## src/stc_pkg.sv

```systemverilog
// constants for the sixteen bit timer counter
package stc_pkg;
  localparam int unsigned STC_ADDR_W = 6;
  // register byte offsets
  localparam logic [5:0] STC_OFS_CTRL = 6'h00;
  localparam logic [5:0] STC_OFS_CNT_LO = 6'h04;
  localparam logic [5:0] STC_OFS_CNT_HI = 6'h08;
  localparam logic [5:0] STC_OFS_FLAG = 6'h0c;
  localparam logic [5:0] STC_OFS_IRQ_EN = 6'h10;
  localparam logic [5:0] STC_OFS_CMP_LO = 6'h14;
  localparam logic [5:0] STC_OFS_CMP_HI = 6'h18;
  localparam logic [5:0] STC_OFS_CMP_CFG = 6'h1c;
  localparam logic [5:0] STC_OFS_CONFIG = 6'h20;
  // control register bit positions
  localparam int unsigned STC_B_ON = 0;
  localparam int unsigned STC_B_SRC = 1;
  localparam int unsigned STC_B_SYNC_DIS = 2;
  localparam int unsigned STC_B_OSC_EN = 3;
  localparam int unsigned STC_B_PS_LO = 4;
  localparam int unsigned STC_B_WIDE = 7;
  // compare config bit positions
  localparam int unsigned STC_B_ADC_EN = 4;
  // reset values, count limit, special mode code and response codes
  localparam logic [7:0] STC_RST_CTRL = 8'h00;
  localparam logic [15:0] STC_RST_CNT = 16'h0000;
  localparam logic [15:0] STC_RST_CMP = 16'hffff;
  localparam logic [4:0] STC_RST_CMP_CFG = 5'h00;
  localparam logic STC_RST_OSC_OPT = 1'b1;
  localparam logic [15:0] STC_CNT_MAX = 16'hffff;
  localparam logic [3:0] STC_MODE_SPECIAL = 4'hb;
  localparam logic [1:0] STC_RESP_OKAY = 2'h0;
  localparam logic [1:0] STC_RESP_SLVERR = 2'h2;
endpackage

```

## src/stc_core_if.sv

```systemverilog
// signals shared between the counter core, tick generator and compare unit
`timescale 1ns/100ps
`default_nettype none
interface stc_core_if;
  logic on;
  logic src_sel;
  logic sync_dis;
  logic [1:0] presc;
  logic presc_clr;
  logic tick;
  logic trig;
  logic [15:0] count;
  logic [15:0] cmp_val;
  logic [3:0] cmp_mode;
  modport top_mp (output on, src_sel, sync_dis, presc, presc_clr, count, cmp_val, cmp_mode, input tick, trig);
  modport tick_mp (input on, src_sel, sync_dis, presc, presc_clr, output tick);
  modport cmp_mp (input on, src_sel, sync_dis, tick, count, cmp_val, cmp_mode, output trig);
endinterface
`default_nettype wire

```

## src/stc_timer.sv

```systemverilog
// sixteen bit timer counter with axi4-lite register access
`timescale 1ns/100ps
`default_nettype none
module stc_timer (
  input wire logic core_clk_i,
  input wire logic sys_rst_i,
  input wire logic [stc_pkg::STC_ADDR_W-1:0] s_axi_awaddr_i,
  input wire logic s_axi_awvalid_i,
  output logic s_axi_awready_o,
  input wire logic [31:0] s_axi_wdata_i,
  input wire logic [3:0] s_axi_wstrb_i,
  input wire logic s_axi_wvalid_i,
  output logic s_axi_wready_o,
  output logic [1:0] s_axi_bresp_o,
  output logic s_axi_bvalid_o,
  input wire logic s_axi_bready_i,
  input wire logic [stc_pkg::STC_ADDR_W-1:0] s_axi_araddr_i,
  input wire logic s_axi_arvalid_i,
  output logic s_axi_arready_o,
  output logic [31:0] s_axi_rdata_o,
  output logic [1:0] s_axi_rresp_o,
  output logic s_axi_rvalid_o,
  input wire logic s_axi_rready_i,
  input wire logic osc_in_pin_i,
  input wire logic osc_out_pin_i,
  input wire logic [1:0] port_c_direction_i,
  input wire logic [1:0] port_c_out_i,
  input wire logic sleep_i,
  output logic [1:0] pin_out_o,
  output logic [1:0] pin_oe_o,
  output logic [1:0] port_read_o,
  output logic osc_run_o,
  output logic osc_low_power_o,
  output logic irq_o,
  output logic adc_start_o
);
  import stc_pkg::*;
  stc_core_if cif ();
  logic [7:0] ctrl;
  logic [15:0] count;
  logic [15:0] next_count;
  logic [7:0] hbuf;
  logic overflow_flag;
  logic overflow_irq_enable;
  logic [15:0] cmp_val;
  logic [4:0] cmp_cfg;
  logic osc_sleep_power_option;
  logic [STC_ADDR_W-1:0] aw_addr;
  logic [7:0] w_byte;
  logic w_lane;
  logic aw_held;
  logic w_held;
  logic wr_do;
  logic wr_ok;
  logic wr_lo;
  logic wr_hi;
  logic wr_cnt;
  logic rd_do;
  logic rd_ok;
  logic [7:0] rd_byte;
  logic ovf_set;
  logic flag_clr;
  logic wide;
  logic ext_src;

  assign wide = ctrl[STC_B_WIDE];
  assign cif.on = ctrl[STC_B_ON];
  assign cif.src_sel = ctrl[STC_B_SRC];
  assign cif.sync_dis = ctrl[STC_B_SYNC_DIS];
  assign cif.presc = ctrl[STC_B_PS_LO+1:STC_B_PS_LO];
  assign cif.count = count;
  assign cif.cmp_val = cmp_val;
  assign cif.cmp_mode = cmp_cfg[3:0];
  // crystal input when the oscillator runs, else the clock pin
  assign ext_src = ctrl[STC_B_OSC_EN] ? osc_in_pin_i : osc_out_pin_i;

  stc_tick_gen u_tick (
    .core_clk_i(core_clk_i),
    .sys_rst_i(sys_rst_i),
    .ext_i(ext_src),
    .cif(cif.tick_mp)
  );

  stc_cmp_trig u_cmp (
    .cif(cif.cmp_mp)
  );

  //////////////////////////////////////////////////////////////////////////////
  // axi4-lite write channels
  assign wr_do = aw_held & w_held & ~s_axi_bvalid_o;
  assign wr_ok = wr_do & w_lane;
  assign wr_lo = wr_ok & (aw_addr == STC_OFS_CNT_LO);
  assign wr_hi = wr_ok & (aw_addr == STC_OFS_CNT_HI);
  assign wr_cnt = wr_lo | (wr_hi & ~wide);
  assign cif.presc_clr = wr_lo;

  always_ff @(posedge core_clk_i or posedge sys_rst_i)
  begin
    if (sys_rst_i)
    begin
      s_axi_awready_o <= 1'b0;
      aw_held <= 1'b0;
      aw_addr <= '0;
    end
    else if (s_axi_awvalid_i && s_axi_awready_o)
    begin
      s_axi_awready_o <= 1'b0;
      aw_held <= 1'b1;
      aw_addr <= {s_axi_awaddr_i[STC_ADDR_W-1:2], 2'b00};
    end
    else if (wr_do)
      aw_held <= 1'b0;
    else if (!aw_held)
      s_axi_awready_o <= 1'b1;
  end

  always_ff @(posedge core_clk_i or posedge sys_rst_i)
  begin
    if (sys_rst_i)
    begin
      s_axi_wready_o <= 1'b0;
      w_held <= 1'b0;
      w_byte <= 8'h00;
      w_lane <= 1'b0;
    end
    else if (s_axi_wvalid_i && s_axi_wready_o)
    begin
      s_axi_wready_o <= 1'b0;
      w_held <= 1'b1;
      w_byte <= s_axi_wdata_i[7:0];
      w_lane <= s_axi_wstrb_i[0];
    end
    else if (wr_do)
      w_held <= 1'b0;
    else if (!w_held)
      s_axi_wready_o <= 1'b1;
  end

  always_ff @(posedge core_clk_i or posedge sys_rst_i)
  begin
    if (sys_rst_i)
    begin
      s_axi_bvalid_o <= 1'b0;
      s_axi_bresp_o <= STC_RESP_OKAY;
    end
    else if (wr_do)
    begin
      s_axi_bvalid_o <= 1'b1;
      s_axi_bresp_o <= (aw_addr > STC_OFS_CONFIG) ? STC_RESP_SLVERR : STC_RESP_OKAY;
    end
    else if (s_axi_bready_i)
      s_axi_bvalid_o <= 1'b0;
  end

  //////////////////////////////////////////////////////////////////////////////
  // software registers
  always_ff @(posedge core_clk_i or posedge sys_rst_i)
  begin
    if (sys_rst_i)
      ctrl <= STC_RST_CTRL;
    else if (wr_ok && aw_addr == STC_OFS_CTRL)
      ctrl <= w_byte;
  end

  always_ff @(posedge core_clk_i or posedge sys_rst_i)
  begin
    if (sys_rst_i)
    begin
      cmp_val <= STC_RST_CMP;
      cmp_cfg <= STC_RST_CMP_CFG;
      overflow_irq_enable <= 1'b0;
      osc_sleep_power_option <= STC_RST_OSC_OPT;
    end
    else if (wr_ok)
    begin
      if (aw_addr == STC_OFS_CMP_LO)
        cmp_val[7:0] <= w_byte;
      if (aw_addr == STC_OFS_CMP_HI)
        cmp_val[15:8] <= w_byte;
      if (aw_addr == STC_OFS_CMP_CFG)
        cmp_cfg <= w_byte[4:0];
      if (aw_addr == STC_OFS_IRQ_EN)
        overflow_irq_enable <= w_byte[0];
      if (aw_addr == STC_OFS_CONFIG)
        osc_sleep_power_option <= w_byte[0];
    end
  end

  //////////////////////////////////////////////////////////////////////////////
  // count register
  always_comb
  begin
    next_count = count;
    if (wr_lo)
      next_count = {wide ? hbuf : count[15:8], w_byte};
    else if (wr_hi && !wide)
      next_count = {w_byte, count[7:0] + 8'(cif.tick)};
    else if (cif.trig)
      next_count = STC_RST_CNT;
    else if (cif.tick)
      next_count = count + 16'h0001;
  end

  always_ff @(posedge core_clk_i or posedge sys_rst_i)
  begin
    if (sys_rst_i)
      count <= STC_RST_CNT;
    else
      count <= next_count;
  end

  // high byte buffer
  always_ff @(posedge core_clk_i or posedge sys_rst_i)
  begin
    if (sys_rst_i)
      hbuf <= 8'h00;
    else if (wr_hi && wide)
      hbuf <= w_byte;
    else if (rd_do && wide && s_axi_araddr_i[STC_ADDR_W-1:2] == STC_OFS_CNT_LO[STC_ADDR_W-1:2])
      hbuf <= count[15:8];
  end

  //////////////////////////////////////////////////////////////////////////////
  // overflow flag, set beats clear
  assign ovf_set = cif.tick & ~wr_cnt & ~cif.trig & (count == STC_CNT_MAX);
  assign flag_clr = wr_ok & (aw_addr == STC_OFS_FLAG) & w_byte[0];

  always_ff @(posedge core_clk_i or posedge sys_rst_i)
  begin
    if (sys_rst_i)
      overflow_flag <= 1'b0;
    else
      overflow_flag <= ovf_set | (overflow_flag & ~flag_clr);
  end

  always_ff @(posedge core_clk_i or posedge sys_rst_i)
  begin
    if (sys_rst_i)
      irq_o <= 1'b0;
    else
      irq_o <= overflow_flag & overflow_irq_enable;
  end

  always_ff @(posedge core_clk_i or posedge sys_rst_i)
  begin
    if (sys_rst_i)
      adc_start_o <= 1'b0;
    else
      adc_start_o <= cif.trig & cmp_cfg[STC_B_ADC_EN];
  end

  //////////////////////////////////////////////////////////////////////////////
  // oscillator and pin control
  always_ff @(posedge core_clk_i or posedge sys_rst_i)
  begin
    if (sys_rst_i)
    begin
      osc_run_o <= 1'b0;
      osc_low_power_o <= 1'b0;
      pin_out_o <= 2'h0;
      pin_oe_o <= 2'h0;
      port_read_o <= 2'h0;
    end
    else
    begin
      osc_run_o <= ctrl[STC_B_OSC_EN];
      osc_low_power_o <= ~osc_sleep_power_option & sleep_i;
      pin_out_o <= port_c_out_i;
      if (ctrl[STC_B_OSC_EN])
      begin
        pin_oe_o <= 2'h0;
        port_read_o <= 2'h0;
      end
      else
      begin
        pin_oe_o <= ~port_c_direction_i;
        port_read_o <= {osc_in_pin_i, osc_out_pin_i};
      end
    end
  end

  //////////////////////////////////////////////////////////////////////////////
  // axi4-lite read channels
  assign rd_do = s_axi_arvalid_i & s_axi_arready_o;

  always_comb
  begin
    rd_ok = 1'b1;
    case ({s_axi_araddr_i[STC_ADDR_W-1:2], 2'b00})
      STC_OFS_CTRL: rd_byte = ctrl;
      STC_OFS_CNT_LO: rd_byte = count[7:0];
      STC_OFS_CNT_HI: rd_byte = wide ? hbuf : count[15:8];
      STC_OFS_FLAG: rd_byte = {7'h00, overflow_flag};
      STC_OFS_IRQ_EN: rd_byte = {7'h00, overflow_irq_enable};
      STC_OFS_CMP_LO: rd_byte = cmp_val[7:0];
      STC_OFS_CMP_HI: rd_byte = cmp_val[15:8];
      STC_OFS_CMP_CFG: rd_byte = {3'h0, cmp_cfg};
      STC_OFS_CONFIG: rd_byte = {7'h00, osc_sleep_power_option};
      default:
      begin
        rd_byte = 8'h00;
        rd_ok = 1'b0;
      end
    endcase
  end

  always_ff @(posedge core_clk_i or posedge sys_rst_i)
  begin
    if (sys_rst_i)
    begin
      s_axi_arready_o <= 1'b0;
      s_axi_rvalid_o <= 1'b0;
      s_axi_rdata_o <= 32'h0000_0000;
      s_axi_rresp_o <= STC_RESP_OKAY;
    end
    else if (rd_do)
    begin
      s_axi_arready_o <= 1'b0;
      s_axi_rvalid_o <= 1'b1;
      s_axi_rdata_o <= {24'h00_0000, rd_byte};
      s_axi_rresp_o <= rd_ok ? STC_RESP_OKAY : STC_RESP_SLVERR;
    end
    else if (s_axi_rvalid_o)
    begin
      if (s_axi_rready_i)
        s_axi_rvalid_o <= 1'b0;
    end
    else
      s_axi_arready_o <= 1'b1;
  end
endmodule
`default_nettype wire

```

## src/stc_tick_gen.sv

```systemverilog
// input selection, synchroniser and prescaler for the counter
`timescale 1ns/100ps
`default_nettype none
module stc_tick_gen (
  input wire logic core_clk_i,
  input wire logic sys_rst_i,
  input wire logic ext_i,
  stc_core_if.tick_mp cif
);
  import stc_pkg::*;
  logic sync_a;
  logic sync_b;
  logic sync_c;
  logic async_q;
  logic [2:0] pcnt;
  logic [2:0] mask;
  logic ev;
  //////////////////////////////////////////////////////////////////////////////
  // two flop synchroniser plus edge history
  always_ff @(posedge core_clk_i or posedge sys_rst_i)
  begin
    if (sys_rst_i)
    begin
      sync_a <= 1'b0;
      sync_b <= 1'b0;
      sync_c <= 1'b0;
    end
    else
    begin
      sync_a <= ext_i;
      sync_b <= sync_a;
      sync_c <= sync_b;
    end
  end
  // unsynchronised edge history
  always_ff @(posedge core_clk_i or posedge sys_rst_i)
  begin
    if (sys_rst_i)
      async_q <= 1'b0;
    else
      async_q <= ext_i;
  end
  //////////////////////////////////////////////////////////////////////////////
  // source event selection
  always_comb
  begin
    if (!cif.src_sel)
      ev = cif.on;
    else if (cif.sync_dis)
      ev = cif.on & ext_i & ~async_q;
    else
      ev = cif.on & sync_b & ~sync_c;
  end
  always_comb
  begin
    case (cif.presc)
      2'd0: mask = 3'h0;
      2'd1: mask = 3'h1;
      2'd2: mask = 3'h3;
      default: mask = 3'h7;
    endcase
  end
  // prescale counter
  always_ff @(posedge core_clk_i or posedge sys_rst_i)
  begin
    if (sys_rst_i)
      pcnt <= 3'h0;
    else if (cif.presc_clr)
      pcnt <= 3'h0;
    else if (ev)
      pcnt <= pcnt + 3'h1;
  end
  assign cif.tick = ev & ((pcnt & mask) == mask);
endmodule
`default_nettype wire

```

## src/stc_cmp_trig.sv

```systemverilog
// special event trigger of the compare unit
`timescale 1ns/100ps
`default_nettype none
module stc_cmp_trig (
  stc_core_if.cmp_mp cif
);
  import stc_pkg::*;
  logic sel;
  logic sync_ok;
  assign sel = (cif.cmp_mode == STC_MODE_SPECIAL);
  assign sync_ok = !(cif.src_sel && cif.sync_dis);
  // match on the advancing edge so count runs 0 up to cmp_val
  assign cif.trig = sel & sync_ok & cif.on & cif.tick & (cif.count == cif.cmp_val);
endmodule
`default_nettype wire

```

## config.mk

```make
export PLATFORM = sky130hd
export DESIGN_NAME = stc_timer
export DESIGN_NICKNAME = d
export VERILOG_FILES = /design/src/stc_pkg.sv /design/src/stc_core_if.sv /design/src/stc_timer.sv /design/src/stc_tick_gen.sv /design/src/stc_cmp_trig.sv
export SDC_FILE = /design/constraint.sdc
export NUM_CORES = 1
export LEC_CHECK = 0
export BUFFER_PORTS_ARGS = -buffer_cell sky130_fd_sc_hd__buf_2
export CAP_MARGIN = 10
export CORE_MARGIN = 3
export CORE_UTILIZATION = 30
export CTS_BUF_LIST = sky130_fd_sc_hd__clkbuf_8
export CTS_CLUSTER_DIAMETER = 30
export CTS_CLUSTER_SIZE = 16
export DETAILED_ROUTE_END_ITERATION = 16
export PLACE_DENSITY = 0.51
export RECOVER_POWER = 25
export SYNTH_ARGS = -nofsm -noshare
export SYNTH_HDL_FRONTEND = slang
export SYNTH_SLANG_ARGS = --single-unit
```

## constraint.sdc

```tcl
create_clock -name core_clk_i -period 3 [get_ports core_clk_i]
set_clock_uncertainty 0.1 [all_clocks]
set_input_delay 0.3 -clock core_clk_i [delete_from_list [all_inputs] [get_ports core_clk_i]]
set_output_delay 0.3 -clock core_clk_i [all_outputs]
set_load 0.01 [all_outputs]
```

==> metrics.txt, run 1 <==
Static Leak approximately 2.7 nW; biggest area contributors in the synthesized netlist dfrtp_1, mux2_2, dfstp_2; final non-filler cell area around 0.0065 mm2; row cnt between 40 and 50; number of buffers between clock root and the deepest sink 2; pre-CTS worst setup slack 0.0750 ns; delay contributed by the slowest stage of the critical path around 0.54 ns; number of diodes 0; share of final-layout standard cells stronger than drive strength 1 ~27%; total standard cell area after synthesis approximately 0.0057 mm2; result of the run completed; shortest clock period the worst path allows after layout between 2 and 3 ns; smallest setup slack after layout between 0.2 and 0.25 ns; Via Count approximately 4600; setup repair after global routing missed its margin no; via count of the first global-routing pass approximately 4600; Die H 144 um; nets 693; cell with the largest stage delay on the worst path o311ai_0; First DRT Iteration DRCs 299; Clock transition at path regs 0.11 ns; buffers added on ports 55; Max-cap violations 0; TritonCTS Buffers 9; clock network latency to the later pin of the worst-skew pair about 0.38 ns; total DRC errors in the routed layout 0; proportion of synthesized area in mux cells 14.4%; TritonCTS clock tree built; library cells used by synthesis 65; compound-gate portion of the synthesized area 14.1%; Power Density 885 mW/mm2; Area Overhead vs Synth 13.8%; post-detailed-route wirelength per cell ~19 um; Die Footprint 0.0208 mm2; upper clock frequency limit 359 MHz; Via-to-Cell Ratio 5.31; most instantiated flip-flop cell in the synthesis netlist dfrtp_1; category of the worst setup path capture point flip-flop; dominant combinational cell family by area after synthesis simple AND/OR/NAND/NOR gates; post-route clock period utilization 93.0%; TritonCTS sink count slightly above 100; non-filler cells, final 861; Worst Path Arrival 2.91 ns; grt ovf 0; starting utilization of the core area 31.2%; category of the worst setup path launch point flip-flop; antenna violations before repair 0; share of synthesized cell area in full adder, half adder and majority cells less than 1%; required time of the critical path around 3.1 ns; post-CTS setup buffers 0; area share of and/or/nand/nor cells after synthesis 14.7%; filler cell count 1895; post-placement cell count between 800 and 900; final total negative setup slack 0 ns; IO Pins 113; placer's final routability congestion estimate ~0.87; Post-DP HPWL 12.0 mm; post-detailed-placement cell area 0.00625 mm2; most area-hungry cell type in the Yosys netlist dfrtp_1; most frequent cells after synthesis dfrtp_1, mux2_2, nand2_1; clk root buf clkbuf_8; Post-Syn Instances between 500 and 600; Least-Margin Pin Slew 1.42 ns; Critical Path, Cell by Cell mux2_1 > a311o_1 > and4_4 > nand3_1 > nand2_1 > o311ai_0; critical path peak fanout 8; WL final 16.8 mm; critical path class flip-flop to flip-flop; post-synthesis xor/xnor area fraction 4.12%; Placeable Area 0.0184 mm2; remaining antenna violation count 0; final setup violation count 0; Power, Total 5.77 mW; sequential element share of the synthesized area ~45%; wire length of the first global-routing pass roughly 26 mm; share of Yosys cell area claimed by the top area cell type 37.1%; share of synthesized registers carrying an async set or reset between 90% and 100%; final slew viol count 0; IR drop worst, VDD 0.000469 V; number of flops mapped to enable cells by yosys 0; warnings from Yosys 0; number of H-tree branching levels 3; Hold Crit Class input pin to flip-flop; final hold violation count 0; maximum number of pins on one net before global-route repair 103; total global routing track utilization 16.5%; Yosys reg bits 102; most used standard cell by instance count after synthesis dfrtp_1; max_slew headroom 5.15%; die width 144 um; first-pass iteration count of the detailed router 5; mean instance size in the synthesized netlist 10.1 um2
## logic make-up after synthesis
family	after synthesis
other	1
XOR/XNOR	27
adder cells (fa/ha/maj)	4
AND/OR/NAND/NOR	167
AO/OA/AOI/OAI	117
buffers and inverters	77
multiplexers	75
flip-flops	102
## through the flow
stage / hold slack (ns) / utilization, %
after floorplan: 0.231 / -
after global placement: 0.256 / 34.0
after detailed placement: 0.262 / 34.0
after CTS: 0.00349 / 35.5
after global routing: 0.0147 / 35.5
final: 0.0192 / 35.5
## layer usage
metal	share of wire (%)	wire, um	global-route usage, %	vias up
met5	0	0	0	-
met4	3.3	550	7.27	0
met3	4.7	796	2.25	33
met2	48	8010	27.2	154
met1	44	7420	21.8	2252
li1	-	-	-	2134
## path summary, 6_finish.rpt
check                                    to      startpoint  cells past startpoint  slack (ns)
max                            cif.count[4]         ctrl[3]                      6        0.21
min                          s_axi_bvalid_o  s_axi_bready_i                      2        0.02
max reg2reg                    cif.count[4]         ctrl[3]                      6        0.21
min reg2reg                   u_tick.sync_b   u_tick.sync_a                      0        0.28
max in group asynchronous  s_axi_rresp_o[1]       sys_rst_i                      4        1.03
min in group asynchronous           ctrl[3]       sys_rst_i                      4        0.89
## registers in the layout, summed over array words and instances (netlist names), 2 cells and up
| register | cells |
|---|---|
| cif.cmp_val | 16 |
| s_axi_rdata_o | 8 |
| ctrl | 8 |
| cmp_cfg | 5 |
| w_byte | 8 |
| cif.count | 16 |
| u_tick.pcnt | 3 |
| port_read_o | 2 |
| hbuf | 8 |
| pin_oe_o | 2 |
| pin_out_o | 2 |
| aw_addr | 4 |
## repair_timing
action                                  CTS  global route
gates resized for setup                   0             3
hold endpoints to repair                 61             0
hold buffers                              7             0
endpoints found under the setup margin    0             8
## layout by cell type (no fill, tap or decap), types with 6 or more instances in the layout
cell type / Yosys / final
nand4_1: 8 / 8
nand3_1: 22 / 22
clkbuf_8: 0 / 9
buf_2: 4 / 53
conb_1: 1 / 26
nor3_1: 15 / 15
a21oi_1: 15 / 14
nor2b_1: 6 / 6
nor2_1: 37 / 37
mux2_2: 48 / 48
a22o_1: 7 / 7
o21ai_0: 32 / 32
xnor2_1: 20 / 20
dfstp_2: 17 / 16
mux2i_1: 25 / 25
o22ai_1: 6 / 6
dlygate4sd3_1: 0 / 7
inv_1: 10 / 9
a22oi_1: 7 / 7
nand2_1: 45 / 45
buf_4: 26 / 24
dfrtp_1: 85 / 85
xor2_1: 7 / 7
## critical path, delay by kind of cell (launching register included)
family           cells  cell delay, ns
AND/OR/NAND/NOR      3            0.81
flip-flops           1            0.39
AO/OA/AOI/OAI        2            0.98
multiplexers         1            0.33
## layout make-up
type,instances,area [um2],share of cell area [%]
inverter,10,41.3,0.633
sequential,102,2570,39.4
tap,229,287,4.39
multi-input combinational,416,2880,44.2
clock inverter,7,83.8,1.28
clock buffer,9,124,1.90
timing repair buffer,88,534,8.19
## report_power, final
group	leakage, nW	switching [mW]	internal (mW)	total (mW)
Clock	0.0986	0.522	0.396	0.918
Combinational	1.47	1.27	1.07	2.34
Sequential	1.18	0.624	1.89	2.51
No activity file was read; power rests on OpenSTA's default activity.
==> run 2: changes to the inputs <==
--- a/config.mk
+++ b/config.mk
@@ -7,6 +7,7 @@
 export LEC_CHECK = 0
 export BUFFER_PORTS_ARGS = -buffer_cell sky130_fd_sc_hd__buf_2
 export CAP_MARGIN = 10
+export CORE_ASPECT_RATIO = 1.2
 export CORE_MARGIN = 3
 export CORE_UTILIZATION = 30
 export CTS_BUF_LIST = sky130_fd_sc_hd__clkbuf_8
==> run 2 against run 1 <==
Effect of this change:
- the run now ends with capacitance limit, slew limit left
- cell area increased by 0.98%
- die area about the same
- first-iteration DRC count shrank 32%
- critical path depth is 4 higher
- clock power up 3.3%
==> metrics.txt, run 2 (synthesized netlist as in run 1, its figures left out) <==
post-route clock period utilization 91.9% (-1.0 points); share of final-layout standard cells stronger than drive strength 1 27.3% (+0.10 points); largest registers in the final layout cif.cmp_val: 16 flops, cif.count: 16 flops; via count of the first global-routing pass 4687 (+0.97%); TritonCTS sink count 102 (unchanged); reg-to-reg setup timing slack 0.24 ns (+0.03 ns); remaining antenna violation count 0 (unchanged); non-filler cells, final 889 (+3.3%); Placeable Area 0.0184 mm2 (+0.29%); final total negative setup slack 0 ns (unchanged); switching power total 2.44 mW (+0.79%); net switching fraction of the power 41.9% (about the same); post-placement cell count 865 (+3.2%); flip-flop and latch area 0.00257 mm2 (unchanged); IR drop worst, VDD 0.000404 V (-14%); post-CTS setup buffers 0 (unchanged); final non-filler cell area 0.00659 mm2 (+0.98%); IO Pins 113 (unchanged); critical path class flip-flop to flip-flop; Via Count 4630 (+1.2%); Die Footprint 0.0208 mm2 (about the same); Post-DP HPWL 12.3 mm (+2.6%); shortest clock period the worst path allows after layout 2.76 ns (-0.0309 ns); Clock power frac 16.3% (+0.4 points); number of cell instances on the worst register-to-register path 10 (+4); max_slew headroom -27.9% (-33 points); required time of the critical path 3.14 ns (+0.02 ns); number of buffers between clock root and the deepest sink 2 (unchanged); TritonCTS Buffers 9 (unchanged); Area Overhead vs Synth 14.9%; logic gate share of total power 40.7% (about the same); Power Density 883 mW/mm2 (-0.19%); upper clock frequency limit 363 MHz (+1.1%); maximum number of pins on one net before global-route repair 66 (-36%); commonest non-fill, non-tap cell in the layout dfrtp_1; final setup violation count 0 (unchanged); worst hold slack across all endpoints 0.0219 ns (+0.00273 ns); critical path peak fanout 5 (-3); WL final 16.8 mm (+0.32%); die width 132 um (-8.4%); category of the worst setup path launch point flip-flop; first-pass iteration count of the detailed router 5 (unchanged); final hold violation count 0 (unchanged); final slew viol count 38 (+38); placer's final routability congestion estimate 0.900 (+2.9%); failing checks capacitance limit, slew limit; number of H-tree branching levels 3 (unchanged); Hold Crit Class input pin to flip-flop; antenna violations before repair 0 (unchanged); Max-cap violations 1 (+1); filler cell count 1865 (-1.6%); nets 698 (+0.72%); Setup crit end cif.count[6]; r2r endpoint cif.count[6]; Least-Margin Pin Slew 1.92 ns (+0.496 ns); grt ovf 0 (unchanged); post-detailed-placement cell area 0.00630 mm2 (+0.74%); Worst Path Arrival 2.90 ns (about the same); row cnt 54 (+10%); post-detailed-route wirelength per cell 18.9 um (-2.8%); multi-input combinational cell area 0.00287 mm2 (-0.30%); Static Leak 2.78 nW (+1.1%); clock network latency to the later pin of the worst-skew pair 0.39 ns (about the same); register share of total power 43.1% (-0.4 points); Die H 157 um (+9.1%); reg2reg start ctrl[3]; result of the run finished with violations; Clock transition at path regs 0.11 ns (about the same); total DRC errors in the routed layout 0 (unchanged); commonest non-fill, non-tap cells in the layout dfrtp_1, buf_2, mux2_2; starting utilization of the core area 31.1% (-0.089 points); buffers added on ports 55 (unchanged); Via-to-Cell Ratio 5.21 (-1.9%); wire length of the first global-routing pass 26.4 mm (about the same); clk root buf clkbuf_8; number of diodes 0 (unchanged); launch point of the critical path ctrl[3]; category of the worst setup path capture point flip-flop; setup repair after global routing missed its margin no; total global routing track utilization 16.2% (-0.33 points); internal power 3.38 mW (+0.78%); First DRT Iteration DRCs 203 (-32%); TritonCTS clock tree built
[run 2: how the worst min path moves through the flow]
stage,start,endpoint,slack [ns],cells past startpoint
after floorplan,port_c_out_i[0],pin_out_o[0],0.23,0
after global placement,u_tick.sync_b,u_tick.sync_c,0.26,0
after detailed placement,u_tick.sync_a,u_tick.sync_b,0.27,0
after CTS,sleep_i,osc_low_power_o,0.005,2
after global routing,s_axi_wdata_i[1],w_byte[1],0.02,2
final,sleep_i,osc_low_power_o,0.02,2
[run 2: power groups by stage]
| stage | Clock, mW | Sequential [mW] | Combinational, mW |
|---|---|---|---|
| finish | 0.948 | 2.50 | 2.37 |
| global route | 1.03 | 2.56 | 2.60 |
| CTS | 0.983 | 2.51 | 2.37 |
| detailed placement | 0 | 2.54 | 2.35 |
| global placement | 0 | 2.52 | 2.31 |
| floorplan | 0 | 2.23 | 1.72 |
[run 2: cell type report]
| type | count | share of cell area, % |
|---|---|---|
| tap | 252 | 4.78 |
| inverter | 10 | 0.627 |
| clock buffer | 9 | 1.88 |
| multi-input combinational | 416 | 43.6 |
| timing repair buffer | 93 | 8.68 |
| clock inverter | 7 | 1.37 |
| sequential | 102 | 39.1 |
[run 2: repair_timing]
item / in CTS / in global routing
setup endpoints to repair: 0 / 1
hold buffers: 8 / 0
endpoints found under the hold margin: 39 / 0
resized for setup: 0 / 1
[run 2: through the flow]
stage / setup slack [ns] / total power [mW] / utilization, %
6_report: 0.242 / 5.82 / 35.7
5_1_grt: 0.120 / 6.20 / 35.7
4_1_cts: 0.0884 / 5.86 / 35.8
3_5_place_dp: 0.113 / 4.89 / 34.2
3_3_place_gp: 0.224 / 4.83 / 34.2
2_1_floorplan: 0.480 / 3.95 / -
[run 2: per-layer routing]
metal / wire length, um / global-route usage [%] / vias up
met3: 690 / 2.53 / 40
met5: 0 / 0 / -
met2: 8580 / 29.0 / 153
li1: - / - / 2137
met1: 6950 / 19.0 / 2300
met4: 615 / 7.92 / 0
[run 2: worst max-delay path, stage by stage, from the launching register on]
cell      delay (ns)
dfrtp_1         0.40
mux2_1          0.34
a311o_1         0.45
and4_4          0.24
ha_1            0.22
ha_1            0.22
nand3_1         0.14
nor2_1          0.07
xor2_1          0.14
a22oi_1         0.18
o311ai_1        0.12
==> run 3: changes to the inputs <==
==> constraint.sdc (replaced) <==
create_clock -name core_clk_i -period 3 [get_ports core_clk_i]
set_clock_uncertainty 0.1 [all_clocks]
set_input_delay 0.15 -clock core_clk_i [delete_from_list [all_inputs] [get_ports core_clk_i]]
set_output_delay 0.15 -clock core_clk_i [all_outputs]
set_load 0.01 [all_outputs]
==> run 3 against run 2 <==
Effect of this change:
- the run now ends clean
- global-route usage rose by 0.72 points
- sequential power is essentially flat
- sequential share of layout area fell by 0.64 points
- register-to-register slack improved by 0.04 ns
- critical path type unchanged
==> metrics.txt, run 3 (synthesized netlist as in run 1, its figures left out) <==
reg2reg start ctrl[3]; upper clock frequency limit 368 MHz (+1.5%); commonest non-fill, non-tap cell in the layout dfrtp_1; IO Pins 113 (unchanged); cell family contributing the most delay on the critical path compound AO/OA/AOI/OAI gates; total DRC errors in the routed layout 0 (unchanged); # hold bufs at CTS 25 (+17); row cnt 54 (unchanged); setup repair after global routing missed its margin no; critical path peak fanout 5 (unchanged); via count of the first global-routing pass 4820 (+2.8%); Via-to-Cell Ratio 5.20 (about the same); nets 715 (+2.4%); commonest non-fill, non-tap cells in the layout dfrtp_1, mux2_2, nand2_1; result of the run completed; largest registers in the final layout cif.cmp_val: 16 flops, cif.count: 16 flops; final hold violation count 0 (unchanged); grt ovf 0 (unchanged); number of buffers between clock root and the deepest sink 2 (unchanged); r2r endpoint cif.count[6]; Via Count 4710 (+1.7%); clock network latency to the later pin of the worst-skew pair 0.39 ns (about the same); final setup violation count 0 (unchanged); category of the worst setup path capture point flip-flop; Placeable Area 0.0184 mm2 (unchanged); number of H-tree branching levels 3 (unchanged); post-CTS setup buffers 0 (unchanged); Static Leak 2.80 nW (+0.71%); most frequent CP cell ha_1; critical path class flip-flop to flip-flop; Worst Path Arrival 2.86 ns (-0.04 ns); max_slew headroom 7.95% (+36 points); cell with the largest stage delay on the worst path a311o_1; shortest clock period the worst path allows after layout 2.72 ns (-0.0396 ns); Area Overhead vs Synth 16.8%; Critical Path, Cell by Cell mux2_1 > a311o_1 > and4_4 > ha_1 > ha_1 > nand3_1 > nor2_1 > xor2_1 > a22oi_1 > o311ai_1; filler cell count 1880 (+0.80%); wire length of the first global-routing pass 27.4 mm (+3.8%); clk root buf clkbuf_8; Post-DP HPWL 12.4 mm (+0.69%); post-route clock period utilization 90.6% (-1.3 points); Hold Crit Class input pin to flip-flop; multi-input combinational cell area 0.00287 mm2 (-0.26%); WL final 17.1 mm (+1.6%); IR drop worst, VDD 0.000520 V (+29%); Die Footprint 0.0208 mm2 (unchanged); placer's final routability congestion estimate 0.876 (-2.6%); flip-flop and latch area 0.00257 mm2 (unchanged); TritonCTS sink count 102 (unchanged); reg-to-reg setup timing slack 0.28 ns (+0.04 ns); maximum number of pins on one net before global-route repair 64 (-3.0%); number of diodes 0 (unchanged); required time of the critical path 3.14 ns (about the same); buffers added on ports 55 (unchanged); TritonCTS clock tree built; Hold Crit Start s_axi_awvalid_i; delay contributed by the slowest stage of the critical path 0.44 ns (about the same); Hold Path End aw_held; post-detailed-route wirelength per cell 18.9 um (-0.25%); die width 132 um (unchanged); TritonCTS Buffers 9 (unchanged); number of cell instances on the worst register-to-register path 10 (unchanged); first-pass iteration count of the detailed router 5 (unchanged); critical path buffer and inverter count 0 (unchanged); antenna violations before repair 0 (unchanged); share of final-layout standard cells stronger than drive strength 1 24.2% (-3.1 points); Power Density 854 mW/mm2 (-3.3%); remaining antenna violation count 0 (unchanged); count of instances resized after the clock tree is built 0 (unchanged); First DRT Iteration DRCs 322 (+59%); total global routing track utilization 16.9% (+0.72 points); Clock transition at path regs 0.10 ns (about the same); Power, Total 5.72 mW (-1.7%); Die H 157 um (unchanged); final slew viol count 0 (-100%); category of the worst setup path launch point flip-flop; Max-cap violations 0 (-1); Least-Margin Pin Slew 1.38 ns (-0.538 ns); hold depth 3 (+1); final total negative setup slack 0 ns (unchanged); starting utilization of the core area 31.1% (unchanged)
[run 3: changes by cell type in the layout (fill, tap and decap cells not counted), moves of 2 or more]
| cell | before | now |
|---|---|---|
| inv_6 | 1 | 3 |
| clkinvlp_4 | 2 | 0 |
| dlygate4sd3_1 | 8 | 25 |
| buf_2 | 54 | 40 |
| clkbuf_1 | 3 | 16 |
[run 3: metrics by stage]
| step | worst slack, ns | instances | instance area [um2] | hold WS, ns | utilization [%] |
|---|---|---|---|---|---|
| after floorplan | 0.103 | 595 | 5830 | 0.0814 | - |
| after global placement | 0.349 | 865 | 6300 | 0.160 | 34.2 |
| after detailed placement | 0.318 | 865 | 6300 | 0.160 | 34.2 |
| after CTS | 0.284 | 905 | 6730 | 0.0428 | 36.5 |
| after global routing | 0.134 | 905 | 6700 | 0.114 | 36.3 |
| final | 0.281 | 905 | 6700 | 0.0574 | 36.3 |
[run 3: layout make-up]
class / instances / share of cell area [%]
clock buffer: 10 / 2.05
clock inverter: 5 / 0.616
inverter: 10 / 0.560
multi-input combinational: 416 / 42.8
sequential: 102 / 38.4
tap: 252 / 4.71
timing repair buffer: 110 / 10.9
[run 3: power breakdown]
| group | total, mW | switching (mW) | internal (mW) |
|---|---|---|---|
| sequential | 2.51 | 0.621 | 1.89 |
| clock | 0.842 | 0.510 | 0.332 |
| combinational | 2.37 | 1.28 | 1.09 |
[run 3: metal layers]
metal	wire [um]	part of all wire, %	vias to the layer above	global-route usage, %
li1	-	-	2177	-
met1	6620	39	2303	19.9
met2	8790	51	184	30.2
met3	813	4.8	46	1.98
met4	869	5.1	0	9.55
met5	0	0	-	0
[run 3: worst min-delay path: cells and delay by family]
family / cells / cell delay (ns)
AOI/OAI and AO/OA: 1 / 0.13
buffers and inverters: 1 / 0.08
and+or+nand+nor: 1 / 0.15
[run 3: worst max path at each step]
stage               startpoint      endpoint  slack [ns]  depth (start not counted)
finish                 ctrl[3]  cif.count[6]        0.28                         10
detailed placement     ctrl[3]  cif.count[6]        0.32                         10
CTS                    ctrl[3]  cif.count[6]        0.28                         10
global placement       ctrl[3]  cif.count[6]        0.35                         10
global route           ctrl[3]  cif.count[6]        0.13                         10
floorplan            sys_rst_i   adc_start_o        0.10                          1
